**src/rtl/accr_regs.vh**
```
// register offsets, fields, reset values and gain table for channel 4 cal
`ifndef ACCR_REGS_VH
`define ACCR_REGS_VH

// register indexes; byte address is four times the index
`define ACCR_IDX_FINE_GAIN      8'h60
`define ACCR_IDX_PHASE_DELAY    8'h61
`define ACCR_IDX_COMMON_CFG     8'h62

// reset values
`define ACCR_RST_FINE_GAIN      8'h80
`define ACCR_RST_PHASE_DELAY    8'h00
`define ACCR_RST_COMMON_CFG     8'h00

// field positions
`define ACCR_FGAIN_MSB          7
`define ACCR_FGAIN_LSB          4
`define ACCR_PDLY_MSB           7
`define ACCR_PDLY_LSB           2
`define ACCR_CMTRIM_MSB         5
`define ACCR_CMTRIM_LSB         4
`define ACCR_INVERT_BIT         2

// common-mode trim codes
`define ACCR_CMTRIM_NONE        2'h0
`define ACCR_CMTRIM_500K        2'h1
`define ACCR_CMTRIM_250K        2'h2

// fine gain coefficients, unsigned q1.14, 0.1 db steps from -0.8 db
`define ACCR_GAIN_M08           16'h3a5e
`define ACCR_GAIN_M07           16'h3b0b
`define ACCR_GAIN_M06           16'h3bba
`define ACCR_GAIN_M05           16'h3c6b
`define ACCR_GAIN_M04           16'h3d1f
`define ACCR_GAIN_M03           16'h3dd4
`define ACCR_GAIN_M02           16'h3e8b
`define ACCR_GAIN_M01           16'h3f44
`define ACCR_GAIN_UNITY         16'h4000
`define ACCR_GAIN_P01           16'h40be
`define ACCR_GAIN_P02           16'h417e
`define ACCR_GAIN_P03           16'h4240
`define ACCR_GAIN_P04           16'h4304
`define ACCR_GAIN_P05           16'h43cb
`define ACCR_GAIN_P06           16'h4494
`define ACCR_GAIN_P07           16'h455f
`define ACCR_GAIN_FRAC          14

`endif

```
**src/rtl/accr_delay_line.v**
```verilog
// tapped delay line stepping once per modulator clock tick
`timescale 1ns/1ps
`default_nettype none

module accr_delay_line
#(
	parameter DEPTH = 63,
	parameter SELW  = 6
)
(
	input  wire            clk,
	input  wire            resetn,
	input  wire            tick,
	input  wire            bit_in,
	input  wire [SELW-1:0] delay,
	output reg             bit_out
);

	// taps[0] is the undelayed bit, taps[k] is k ticks old
	wire [DEPTH:0] taps;

	assign taps[0] = bit_in;

	////////////////////////////////////////////////////////////////////
	// one shift stage per tap above taps[0]
	genvar g;
	generate
		for (g = 1; g <= DEPTH; g = g + 1)
		begin : stage
			reg held;
			always @(posedge clk or negedge resetn)
			begin
				if (!resetn)
					held <= 1'b0;
				else if (tick)
					held <= taps[g-1];
			end
			assign taps[g] = held;
		end
	endgenerate

	////////////////////////////////////////////////////////////////////
	// tap select, registered on the tick
	always @(posedge clk or negedge resetn)
	begin
		if (!resetn)
			bit_out <= 1'b0;
		else if (tick)
			bit_out <= taps[delay];
	end

endmodule

`default_nettype wire

```
**src/rtl/accr_top.v**
```verilog
// channel 4 calibration and adc common configuration registers with datapath
`timescale 1ns/1ps
`default_nettype none
`include "accr_regs.vh"

module accr_top
#(
	parameter SAMPLE_W = 24
)
(
	input  wire                CLK,
	input  wire                RESETN,
	// avalon-mm slave
	input  wire [9:0]          AVS_ADDRESS,
	input  wire                AVS_READ,
	input  wire                AVS_WRITE,
	input  wire [31:0]         AVS_WRITEDATA,
	output reg  [31:0]         AVS_READDATA,
	output reg                 AVS_WAITREQUEST,
	// modulator bit stream from the analog front end
	input  wire                MOD_TICK,
	input  wire                MOD_BIT,
	output reg                 MOD_BIT_DELAYED,
	// filtered channel 4 samples
	input  wire [SAMPLE_W-1:0] SAMPLE_IN,
	input  wire                SAMPLE_IN_VALID,
	output reg  [SAMPLE_W-1:0] SAMPLE_OUT,
	output reg                 SAMPLE_OUT_VALID,
	// analog input network controls
	output reg                 CM_PULLUP_500K,
	output reg                 CM_PULLUP_250K,
	// settings for downstream logic
	output reg  [3:0]          CH4_FINE_GAIN_CODE,
	output reg  [5:0]          CH4_PHASE_DELAY,
	output reg                 DATA_INVERT
);

	localparam PROD_W = SAMPLE_W + 17;

	// reset images of the three registers, fields sliced from these
	localparam [7:0] GAIN_RST   = `ACCR_RST_FINE_GAIN;
	localparam [7:0] PHASE_RST  = `ACCR_RST_PHASE_DELAY;
	localparam [7:0] COMMON_RST = `ACCR_RST_COMMON_CFG;

	////////////////////////////////////////////////////////////////////
	// register fields, reserved bits are not stored
	reg  [3:0]  ch4_fine_gain_code;
	reg  [5:0]  ch4_phase_delay;
	reg  [1:0]  input_cm_trim;
	reg         data_invert;

	// bus decode
	wire [7:0]  reg_index;
	wire        hit_gain;
	wire        hit_phase;
	wire        hit_common;
	wire        bus_write;
	reg  [7:0]  next_readdata;

	assign reg_index  = AVS_ADDRESS[9:2];
	assign hit_gain   = (reg_index == `ACCR_IDX_FINE_GAIN);
	assign hit_phase  = (reg_index == `ACCR_IDX_PHASE_DELAY);
	assign hit_common = (reg_index == `ACCR_IDX_COMMON_CFG);
	// a write takes effect on the edge where waitrequest is low
	assign bus_write  = AVS_WRITE & ~AVS_WAITREQUEST;

	////////////////////////////////////////////////////////////////////
	// waitrequest drops for one cycle per request
	always @(posedge CLK or negedge RESETN)
	begin
		if (!RESETN)
			AVS_WAITREQUEST <= 1'b1;
		else if ((AVS_READ | AVS_WRITE) & AVS_WAITREQUEST)
			AVS_WAITREQUEST <= 1'b0;
		else
			AVS_WAITREQUEST <= 1'b1;
	end

	always @*
	begin
		next_readdata = 8'h00;
		if (hit_gain)
			next_readdata[`ACCR_FGAIN_MSB:`ACCR_FGAIN_LSB] =
				ch4_fine_gain_code;
		if (hit_phase)
			next_readdata[`ACCR_PDLY_MSB:`ACCR_PDLY_LSB] = ch4_phase_delay;
		if (hit_common)
		begin
			next_readdata[`ACCR_CMTRIM_MSB:`ACCR_CMTRIM_LSB] = input_cm_trim;
			next_readdata[`ACCR_INVERT_BIT] = data_invert;
		end
	end

	// read data captured while waiting, stands at the answer edge
	always @(posedge CLK or negedge RESETN)
	begin
		if (!RESETN)
			AVS_READDATA <= 32'h00000000;
		else if (AVS_READ & AVS_WAITREQUEST)
			AVS_READDATA <= {24'h000000, next_readdata};
	end

	////////////////////////////////////////////////////////////////////
	// fine gain reset 0x80
	always @(posedge CLK or negedge RESETN)
	begin
		if (!RESETN)
			ch4_fine_gain_code <=
				GAIN_RST[`ACCR_FGAIN_MSB:`ACCR_FGAIN_LSB];
		else if (bus_write & hit_gain)
			ch4_fine_gain_code <=
				AVS_WRITEDATA[`ACCR_FGAIN_MSB:`ACCR_FGAIN_LSB];
	end

	always @(posedge CLK or negedge RESETN)
	begin
		if (!RESETN)
			ch4_phase_delay <= PHASE_RST[`ACCR_PDLY_MSB:`ACCR_PDLY_LSB];
		else if (bus_write & hit_phase)
			ch4_phase_delay <= AVS_WRITEDATA[`ACCR_PDLY_MSB:`ACCR_PDLY_LSB];
	end

	always @(posedge CLK or negedge RESETN)
	begin
		if (!RESETN)
		begin
			input_cm_trim <=
				COMMON_RST[`ACCR_CMTRIM_MSB:`ACCR_CMTRIM_LSB];
			data_invert   <= COMMON_RST[`ACCR_INVERT_BIT];
		end
		else if (bus_write & hit_common)
		begin
			input_cm_trim <=
				AVS_WRITEDATA[`ACCR_CMTRIM_MSB:`ACCR_CMTRIM_LSB];
			data_invert   <= AVS_WRITEDATA[`ACCR_INVERT_BIT];
		end
	end

	////////////////////////////////////////////////////////////////////
	// trim code to pull-up switches
	always @(posedge CLK or negedge RESETN)
	begin
		if (!RESETN)
		begin
			CM_PULLUP_500K <= 1'b0;
			CM_PULLUP_250K <= 1'b0;
		end
		else
		begin
			CM_PULLUP_500K <= (input_cm_trim == `ACCR_CMTRIM_500K);
			CM_PULLUP_250K <= (input_cm_trim == `ACCR_CMTRIM_250K);
		end
	end

	// settings mirrored for downstream filter logic
	always @(posedge CLK or negedge RESETN)
	begin
		if (!RESETN)
		begin
			CH4_FINE_GAIN_CODE <= GAIN_RST[`ACCR_FGAIN_MSB:`ACCR_FGAIN_LSB];
			CH4_PHASE_DELAY    <= PHASE_RST[`ACCR_PDLY_MSB:`ACCR_PDLY_LSB];
			DATA_INVERT        <= COMMON_RST[`ACCR_INVERT_BIT];
		end
		else
		begin
			CH4_FINE_GAIN_CODE <= ch4_fine_gain_code;
			CH4_PHASE_DELAY    <= ch4_phase_delay;
			DATA_INVERT        <= data_invert;
		end
	end

	////////////////////////////////////////////////////////////////////
	// modulator pins pass two flops before use
	reg  [1:0] tick_sync;
	reg  [1:0] bit_sync;
	reg        tick_last;
	wire       tick_rise;
	wire       delayed_bit;

	always @(posedge CLK or negedge RESETN)
	begin
		if (!RESETN)
		begin
			tick_sync <= 2'h0;
			bit_sync  <= 2'h0;
			tick_last <= 1'b0;
		end
		else
		begin
			tick_sync <= {tick_sync[0], MOD_TICK};
			bit_sync  <= {bit_sync[0], MOD_BIT};
			tick_last <= tick_sync[1];
		end
	end

	// one step per modulator clock rising edge
	assign tick_rise = tick_sync[1] & ~tick_last;

	accr_delay_line
	#(
		.DEPTH (63),
		.SELW  (6)
	)
	accr_delay_line_i
	(
		.clk     (CLK),
		.resetn  (RESETN),
		.tick    (tick_rise),
		.bit_in  (bit_sync[1]),
		.delay   (ch4_phase_delay),
		.bit_out (delayed_bit)
	);

	always @(posedge CLK or negedge RESETN)
	begin
		if (!RESETN)
			MOD_BIT_DELAYED <= 1'b0;
		else
			MOD_BIT_DELAYED <= delayed_bit;
	end

	////////////////////////////////////////////////////////////////////
	// fine gain coefficient lookup
	reg [15:0] gain_coef;

	always @*
	begin
		case (ch4_fine_gain_code)
			4'h0:    gain_coef = `ACCR_GAIN_M08;
			4'h1:    gain_coef = `ACCR_GAIN_M07;
			4'h2:    gain_coef = `ACCR_GAIN_M06;
			4'h3:    gain_coef = `ACCR_GAIN_M05;
			4'h4:    gain_coef = `ACCR_GAIN_M04;
			4'h5:    gain_coef = `ACCR_GAIN_M03;
			4'h6:    gain_coef = `ACCR_GAIN_M02;
			4'h7:    gain_coef = `ACCR_GAIN_M01;
			4'h8:    gain_coef = `ACCR_GAIN_UNITY;
			4'h9:    gain_coef = `ACCR_GAIN_P01;
			4'ha:    gain_coef = `ACCR_GAIN_P02;
			4'hb:    gain_coef = `ACCR_GAIN_P03;
			4'hc:    gain_coef = `ACCR_GAIN_P04;
			4'hd:    gain_coef = `ACCR_GAIN_P05;
			4'he:    gain_coef = `ACCR_GAIN_P06;
			default: gain_coef = `ACCR_GAIN_P07;
		endcase
	end

	// stage 1: scale the sample
	reg  signed [PROD_W-1:0]   product;
	reg                        prod_valid;
	wire signed [PROD_W-1:0]   sample_ext;
	wire signed [PROD_W-1:0]   coef_ext;

	assign sample_ext = {{17{SAMPLE_IN[SAMPLE_W-1]}}, SAMPLE_IN};
	assign coef_ext   = {{(SAMPLE_W+1){1'b0}}, gain_coef};

	always @(posedge CLK or negedge RESETN)
	begin
		if (!RESETN)
		begin
			product    <= {PROD_W{1'b0}};
			prod_valid <= 1'b0;
		end
		else
		begin
			prod_valid <= SAMPLE_IN_VALID;
			if (SAMPLE_IN_VALID)
				product <= sample_ext * coef_ext;
		end
	end

	// stage 2: back to sample scale, saturate, optional negate
	wire signed [PROD_W-1:0]   scaled;
	wire signed [PROD_W-1:0]   max_pos;
	wire signed [PROD_W-1:0]   max_neg;
	reg  signed [PROD_W-1:0]   clipped;
	reg  signed [PROD_W-1:0]   polar;

	assign scaled  = product >>> `ACCR_GAIN_FRAC;
	assign max_pos = {{(PROD_W-SAMPLE_W+1){1'b0}}, {(SAMPLE_W-1){1'b1}}};
	assign max_neg = -max_pos - 1;

	always @*
	begin
		if (scaled > max_pos)
			clipped = max_pos;
		else if (scaled < max_neg)
			clipped = max_neg;
		else
			clipped = scaled;
		if (data_invert)
			polar = (clipped == max_neg) ? max_pos : -clipped;
		else
			polar = clipped;
	end

	// registered sample output
	always @(posedge CLK or negedge RESETN)
	begin
		if (!RESETN)
		begin
			SAMPLE_OUT       <= {SAMPLE_W{1'b0}};
			SAMPLE_OUT_VALID <= 1'b0;
		end
		else
		begin
			SAMPLE_OUT_VALID <= prod_valid;
			if (prod_valid)
				SAMPLE_OUT <= polar[SAMPLE_W-1:0];
		end
	end

endmodule

`default_nettype wire

```
**config.mk**
```make
export PLATFORM = sky130hd
export DESIGN_NAME = accr_top
export DESIGN_NICKNAME = d
export VERILOG_FILES = /design/src/rtl/accr_delay_line.v /design/src/rtl/accr_top.v
export VERILOG_INCLUDE_DIRS = /design/src /design/src/rtl
export SDC_FILE = /design/constraint.sdc
export NUM_CORES = 1
export LEC_CHECK = 0
export CORE_MARGIN = 4
export CORE_UTILIZATION = 40
export DETAILED_ROUTE_END_ITERATION = 12
export DONT_BUFFER_PORTS = 1
export GPL_ROUTABILITY_DRIVEN = 0
export SYNTH_ARGS = -nofsm -noshare
export SYNTH_HDL_FRONTEND = slang
export SYNTH_SLANG_ARGS = --single-unit
```
**constraint.sdc**
```tcl
create_clock -name CLK -period 9.5 [get_ports CLK]
set_input_delay 0.95 -clock CLK [delete_from_list [all_inputs] [get_ports CLK]]
set_output_delay 0.95 -clock CLK [all_outputs]
set_load 0.005 [all_outputs]
```
==> flow_summary.json, run 1 <==
{
  "dieArea_um2": 54000,
  "final_nets": 2493,
  "grt_pass1_wl_um": 77400,
  "grt_usage_pct": 17.7,
  "wl_um": 45600,
  "yosysUniqueCellTypes": 67,
  "synth-edff-count": 0,
  "finalHoldViolations": 0,
  "yosysTopAreaCell": "fa_1",
  "synthTopCellsByCount": "inv_1, fa_1, nand2_1, and2_1, dfrtp_1",
  "seq_area_frac_synth_pct": 19.4,
  "netlist_instances": 2024,
  "cp-startpoint": "ch4_fine_gain_code[1]",
  "yosysMostFrequentCell": "inv_1",
  "fin_skew_ns": 0.0160,
  "drtIter0Drc": 767,
  "netlist_area_um2": 20100,
  "grt-ovfl-total": 0,
  "ys_ff_latch": 156,
  "start_util_pct": 40.8,
  "ant_nets": 0,
  "io_pins": 145,
  "synthFlopType": "dfrtp_1",
  "max_cap_violations": 0,
  "hold_class": "input pin to async pin",
  "crit_path_end": "product[30]",
  "worst-setup-path-type": "flip-flop to flip-flop",
  "vias": 13400,
  "drive_gt1_share_pct": 9.33,
  "critPathMaxFanout": 13,
  "ys_top_cells_by_area": "fa_1, dfrtp_1, inv_1, ha_1, mux2_2",
  "antenna_found_initial": 0,
  "final_cell_count_no_fill": 2646,
  "synth_top_area_share_pct": 34.4,
  "slew_violations": 0,
  "ctsHoldBuffers": 0,
  "cp.required_ns": 9.81,
  "cts_buffer_depth": 2,
  "cp-start-kind": "flip-flop",
  "cts_num_sinks": 156,
  "rsz0062_at_grt": "no",
  "grt_pass1_vias": 14800,
  "finalSetupTns_ns": 0,
  "rows": 81,
  "r2r_setup_slack_ns": 1.41,
  "slew_headroom_pct": 37.4,
  "cts.clk_slew.worst_paths_ns": 0.07,
  "avgRoutedWirePerCell_um": 17.2,
  "firstDrtPassIters": 5,
  "r2r-start": "ch4_fine_gain_code[1]",
  "cts_buffers": 17,
  "clk_latency_ns": 0.43,
  "cts_tree": "built",
  "setup_viol": 0,
  "synth.avg_cell_area_um2": 9.95,
  "die_y_um": 232,
  "worstPathArrival_ns": 8.40,
  "endpoint_kind": "flip-flop",
  "finalCritPeriodShare_pct": 85.2,
  "place_hpwl_um": 36600,
  "fp.coreArea_um2": 49400,
  "status": "completed",
  "fmax_ghz": 0.124,
  "drc_errors": 0,
  "tightest_slew_ns": 0.938,
  "cts_resized": 0,
  "port_buffers": 0,
  "vias_per_cell": 5.06,
  "htreeDepth": 4,
  "cts-root-buf": "clkbuf_16",
  "die_w_um": 232,
  "period_needed_ns": 8.09,
  "post-cts-setup-buffer-count": 0,
  "synthArstFlopShare_pct": 100,
  "dp.cells": 2614,
  "reg2reg_depth": 25,
  "yosysWarningCount": 0,
  "r2r-end": "product[30]",
  "area_growth_pct": 5.86,
  "diodes": 0,
  "grt_max_degree": 157
}
worst min path at each step:
stage                     cells after the start       endpoint  slack (ns)          from
after floorplan                               0    bit_sync[1]        0.33   bit_sync[0]
after CTS                                     0  SAMPLE_OUT[4]        0.21        RESETN
final                                         0  SAMPLE_OUT[4]        0.22        RESETN
after global routing                          0  SAMPLE_OUT[4]        0.20        RESETN
after detailed placement                      0    bit_sync[1]        0.34   bit_sync[0]
after global placement                        0   tick_sync[1]        0.34  tick_sync[0]
cells in the final DEF, fill, tap and decap left out, types with 5 or more instances in the layout:
cell type | synthesis | final
nand2_1 | 174 | 174
o211ai_1 | 7 | 7
xnor2_1 | 19 | 19
o32a_1 | 5 | 5
and2_1 | 160 | 160
nor2b_1 | 23 | 23
nor3b_1 | 5 | 5
fa_1 | 346 | 346
nand2b_1 | 23 | 22
ha_1 | 105 | 105
or2_2 | 5 | 5
inv_8 | 0 | 5
inv_1 | 390 | 390
mux2_2 | 89 | 89
and3_1 | 5 | 5
a211oi_1 | 13 | 12
xor2_1 | 14 | 14
nor3_1 | 24 | 24
a211o_1 | 6 | 6
buf_4 | 26 | 20
conb_1 | 1 | 28
nand3_1 | 21 | 21
nand4_1 | 9 | 9
o21ai_0 | 38 | 38
o31ai_1 | 5 | 5
mux4_2 | 21 | 21
nor2_1 | 63 | 63
clkbuf_16 | 0 | 17
a31oi_1 | 9 | 6
o21a_1 | 9 | 9
dfrtp_1 | 153 | 153
a21o_1 | 21 | 21
a21oi_1 | 83 | 81
routing by layer:
layer | global-route usage, % | share of wire (%) | up-vias
met3 | 2.67 | 4.1 | 38
met1 | 22.5 | 42 | 6939
met2 | 32.7 | 53 | 253
li1 | - | - | 6171
met4 | 2.63 | 0.97 | 0
met5 | 0 | 0 | -
cells by family after synthesis:
group | after synthesis | synth area share, %
buffers and inverters | 511 | 10.1
other | 1 | 0.0186
xor gates and xnor gates | 33 | 1.44
DFF | 156 | 19.4
and+or+nand+nor | 528 | 13.3
muxes | 112 | 7.42
AOI/OAI and AO/OA | 232 | 7.38
adders and majority gates | 451 | 40.9
final cells by class:
class | instances | area, um^2
Clock buffer | 17 | 425
Clock inverter | 15 | 199
Fill cell | 4765 | 28000
Inverter | 390 | 1460
Multi-Input combinational cell | 1384 | 14300
Sequential cell | 156 | 3910
Tap cell | 664 | 831
Timing Repair Buffer | 20 | 150
registers in the layout, summed over array words and instances (netlist names):
| name | count |
|---|---|
| product | 27 |
| tick_sync | 2 |
| AVS_WAITREQUEST | 1 |
| input_cm_trim | 2 |
| CH4_PHASE_DELAY | 6 |
| DATA_INVERT | 1 |
| ch4_phase_delay | 6 |
| SAMPLE_OUT_VALID | 1 |
| MOD_BIT_DELAYED | 1 |
| CM_PULLUP_500K | 1 |
| ch4_fine_gain_code | 4 |
| CH4_FINE_GAIN_CODE | 4 |
| tick_last | 1 |
| CM_PULLUP_250K | 1 |
| prod_valid | 1 |
| SAMPLE_OUT | 24 |
| AVS_READDATA | 6 |
| accr_delay_line_i.bit_out | 1 |
| data_invert | 1 |
| accr_delay_line_i.stage.held | 63 |
| bit_sync | 2 |
per-stage QoR:
step / hold slack [ns] / cell area, um^2 / setup slack [ns] / utilization (%)
after global placement: 0.338 / 20700 / 1.53 / 41.9
after CTS: 0.207 / 21300 / 1.46 / 43.2
after floorplan: 0.331 / 20200 / 2.25 / -
after detailed placement: 0.342 / 20700 / 1.49 / 41.9
after global routing: 0.205 / 21300 / 1.03 / 43.2
final: 0.224 / 21300 / 1.41 / 43.2
worst max-delay path: stages, from the launching register on:
cell and delay [ns]:
dfrtp_1 0.37, buf_4 0.19, ha_1 0.37, or2_2 0.35, a31oi_2 0.67, buf_4 0.31
and2_1 0.23, fa_1 0.44, inv_1 0.10, fa_1 0.41, fa_1 0.52, inv_1 0.05
fa_1 0.44, fa_1 0.51, inv_1 0.05, fa_1 0.47, inv_1 0.04, ha_1 0.35
and3_1 0.23, or2_2 0.27, o22ai_1 0.15, a211o_1 0.25, a21oi_1 0.17, a211oi_1 0.59
xnor2_1 0.13, mux2_2 0.28
Power of run 1 is left out: the tool's default activity adds up to more than one toggle a clock period on the data nets, which glitch-free logic cannot reach.
==> run 2, diff against run 1 <==
--- a/config.mk
+++ b/config.mk
@@ -6,7 +6,8 @@
 export SDC_FILE = /design/constraint.sdc
 export NUM_CORES = 1
 export LEC_CHECK = 0
-export CORE_MARGIN = 4
+export ABC_AREA = 1
+export CAP_MARGIN = 30
 export CORE_UTILIZATION = 40
 export DETAILED_ROUTE_END_ITERATION = 12
 export DONT_BUFFER_PORTS = 1
==> run 2 against run 1 <==
Net effect:
- via count grew 20%
- critical path depth rose by 5
- synthesized cell count increased by 27%
- setup slack improved by 0.35 ns
- final area rose by 2.0%
- flip-flop and latch count did not move
- synthesized area up 2.1%
- non-clock buffer count shrank 4
- wire length rose by 17%
- final cell count increased by 22%
- die area fell by 3.2%
- largest cell class unchanged
- highest routed layer unchanged
==> flow_summary.json, run 2 <==
{
  "largest_register": "accr_delay_line_i.stage.held",
  "r2r_setup_slack_ns": 1.76,
  "ys_ff_latch": 156,
  "synthFlopType": "dfrtp_1",
  "drive_gt1_share_pct": 3.69,
  "grt_pass1_vias": 17000,
  "critPathMaxFanout": 15,
  "reg2reg_depth": 30,
  "yosysWarningCount": 0,
  "final_cell_mix": "inv_1, nand2_1, fa_1",
  "place_hpwl_um": 43400,
  "dieArea_um2": 52300,
  "cts_tree": "built",
  "cp_common_cell": "nand2_1",
  "fin_skew_ns": 0.00963,
  "die_w_um": 229,
  "synth_top_area_share_pct": 33.7,
  "ctsHoldBuffers": 0,
  "cts_resized": 0,
  "fmax_ghz": 0.129,
  "synthArstFlopShare_pct": 100,
  "cp.required_ns": 9.82,
  "yosysUniqueCellTypes": 46,
  "area_growth_pct": 5.78,
  "vias_per_cell": 5.00,
  "top_regs": "accr_delay_line_i.stage.held: 63 flops, product: 27 flops, SAMPLE_OUT: 24 flops",
  "cts.clk_slew.worst_paths_ns": 0.07,
  "yosysTopAreaCell": "fa_1",
  "final_nets": 3059,
  "grt-ovfl-total": 0,
  "max_cap_violations": 0,
  "antenna_found_initial": 2,
  "worst-setup-path-type": "flip-flop to flip-flop",
  "r2r-end": "product[28]",
  "cts_buffers": 17,
  "cp-start-kind": "flip-flop",
  "finalSetupTns_ns": 0,
  "status": "completed",
  "firstDrtPassIters": 5,
  "slew_violations": 0,
  "cts_num_sinks": 156,
  "final_cell_count_no_fill": 3220,
  "largest_reg_flops": 63,
  "rsz0062_at_grt": "no",
  "r2r-start": "ch4_fine_gain_code[0]",
  "worst_path_max_delay_cell": "dfrtp_1",
  "start_util_pct": 40.8,
  "post-cts-setup-buffer-count": 0,
  "worstPathArrival_ns": 8.05,
  "port_buffers": 0,
  "finalCritPeriodShare_pct": 81.4,
  "grt_usage_pct": 21.3,
  "finalHoldViolations": 0,
  "drc_errors": 0,
  "grt_max_degree": 157,
  "ant_nets": 0,
  "setup_viol": 0,
  "synthTopCellsByCount": "inv_1, nand2_1, fa_1, nor2_1, dfrtp_1",
  "slew_headroom_pct": 40.6,
  "drtIter0Drc": 1359,
  "diodes": 0,
  "fp.coreArea_um2": 50400,
  "netlist_instances": 2567,
  "dp.cells": 3188,
  "cts_buffer_depth": 2,
  "seq_area_frac_synth_pct": 19.0,
  "synth.avg_cell_area_um2": 8.01,
  "clk_latency_ns": 0.43,
  "rows": 82,
  "mostFrequentLayoutCell": "inv_1",
  "vias": 16100,
  "htreeDepth": 4,
  "yosysMostFrequentCell": "inv_1",
  "netlist_area_um2": 20600,
  "die_y_um": 229,
  "synth-edff-count": 0,
  "tightest_slew_ns": 0.891,
  "hold_class": "input pin to async pin",
  "cts-root-buf": "clkbuf_16",
  "wl_um": 53300,
  "critPathMaxStageDelay_ns": 0.57,
  "avgRoutedWirePerCell_um": 16.6,
  "grt_pass1_wl_um": 88600,
  "period_needed_ns": 7.74,
  "endpoint_kind": "flip-flop",
  "io_pins": 145,
  "ys_top_cells_by_area": "fa_1, dfrtp_1, inv_1, nand2_1, ha_1"
}
-- run 2: how the worst max path moves through the flow --
stage | cells after the start | slack [ns] | start | to
after global routing | 29 | 1.33 | ch4_fine_gain_code[0] | product[40]
after CTS | 30 | 1.85 | ch4_fine_gain_code[0] | product[28]
after detailed placement | 31 | 1.86 | ch4_fine_gain_code[0] | product[28]
after floorplan | 30 | 2.94 | ch4_fine_gain_code[0] | product[40]
after global placement | 30 | 1.89 | ch4_fine_gain_code[0] | product[36]
final | 30 | 1.76 | ch4_fine_gain_code[0] | product[28]
-- run 2: layout make-up --
| cell class | instances | area, um^2 |
|---|---|---|
| clock buffer | 17 | 425 |
| clock inverter | 15 | 179 |
| fill | 5030 | 28600 |
| inverter | 554 | 2080 |
| multi-input combinational | 1790 | 14200 |
| sequential | 156 | 3910 |
| tap | 672 | 841 |
| timing repair buffer | 16 | 140 |
-- run 2: through the flow --
| stage | setup slack [ns] | area [um^2] | hold WS (ns) | utilization (%) |
|---|---|---|---|---|
| after floorplan | 2.94 | 20700 | 0.331 | - |
| after global placement | 1.89 | 21100 | 0.339 | 41.9 |
| after detailed placement | 1.86 | 21100 | 0.340 | 42.0 |
| after CTS | 1.85 | 21700 | 0.199 | 43.2 |
| after global routing | 1.33 | 21700 | 0.186 | 43.2 |
| final | 1.76 | 21700 | 0.215 | 43.2 |
-- run 2: layer usage --
layer / up-vias / GRT usage [%] / routed length (um)
li1: 7550 / - / -
met1: 8008 / 27.2 / 22400
met2: 461 / 37.3 / 26600
met3: 94 / 3.18 / 2900
met4: 0 / 5.91 / 1440
met5: - / 0 / 0
-- run 2: worst max-delay path: cells and delay by family, from the launching register on --
kind,cells,cell delay [ns]
and+or+nand+nor,17,2.72
DFF,1,0.57
buffers and inverters,5,0.58
adders and majority gates,8,3.75
-- run 2: cell families (layout without fill, tap and decap cells) --
family          Yosys count  count (layout)  share of synthesized area [%]
compound gates          268             268                           6.95
xor+xnor                 28              28                           1.19
fa+ha+maj               451             451                           40.1
buf+inv                 648             602                           12.6
flops                   156             156                           19.0
other cells               1              28                         0.0182
simple gates           1015            1015                           20.1
Power of run 2 is left out for the same reason.
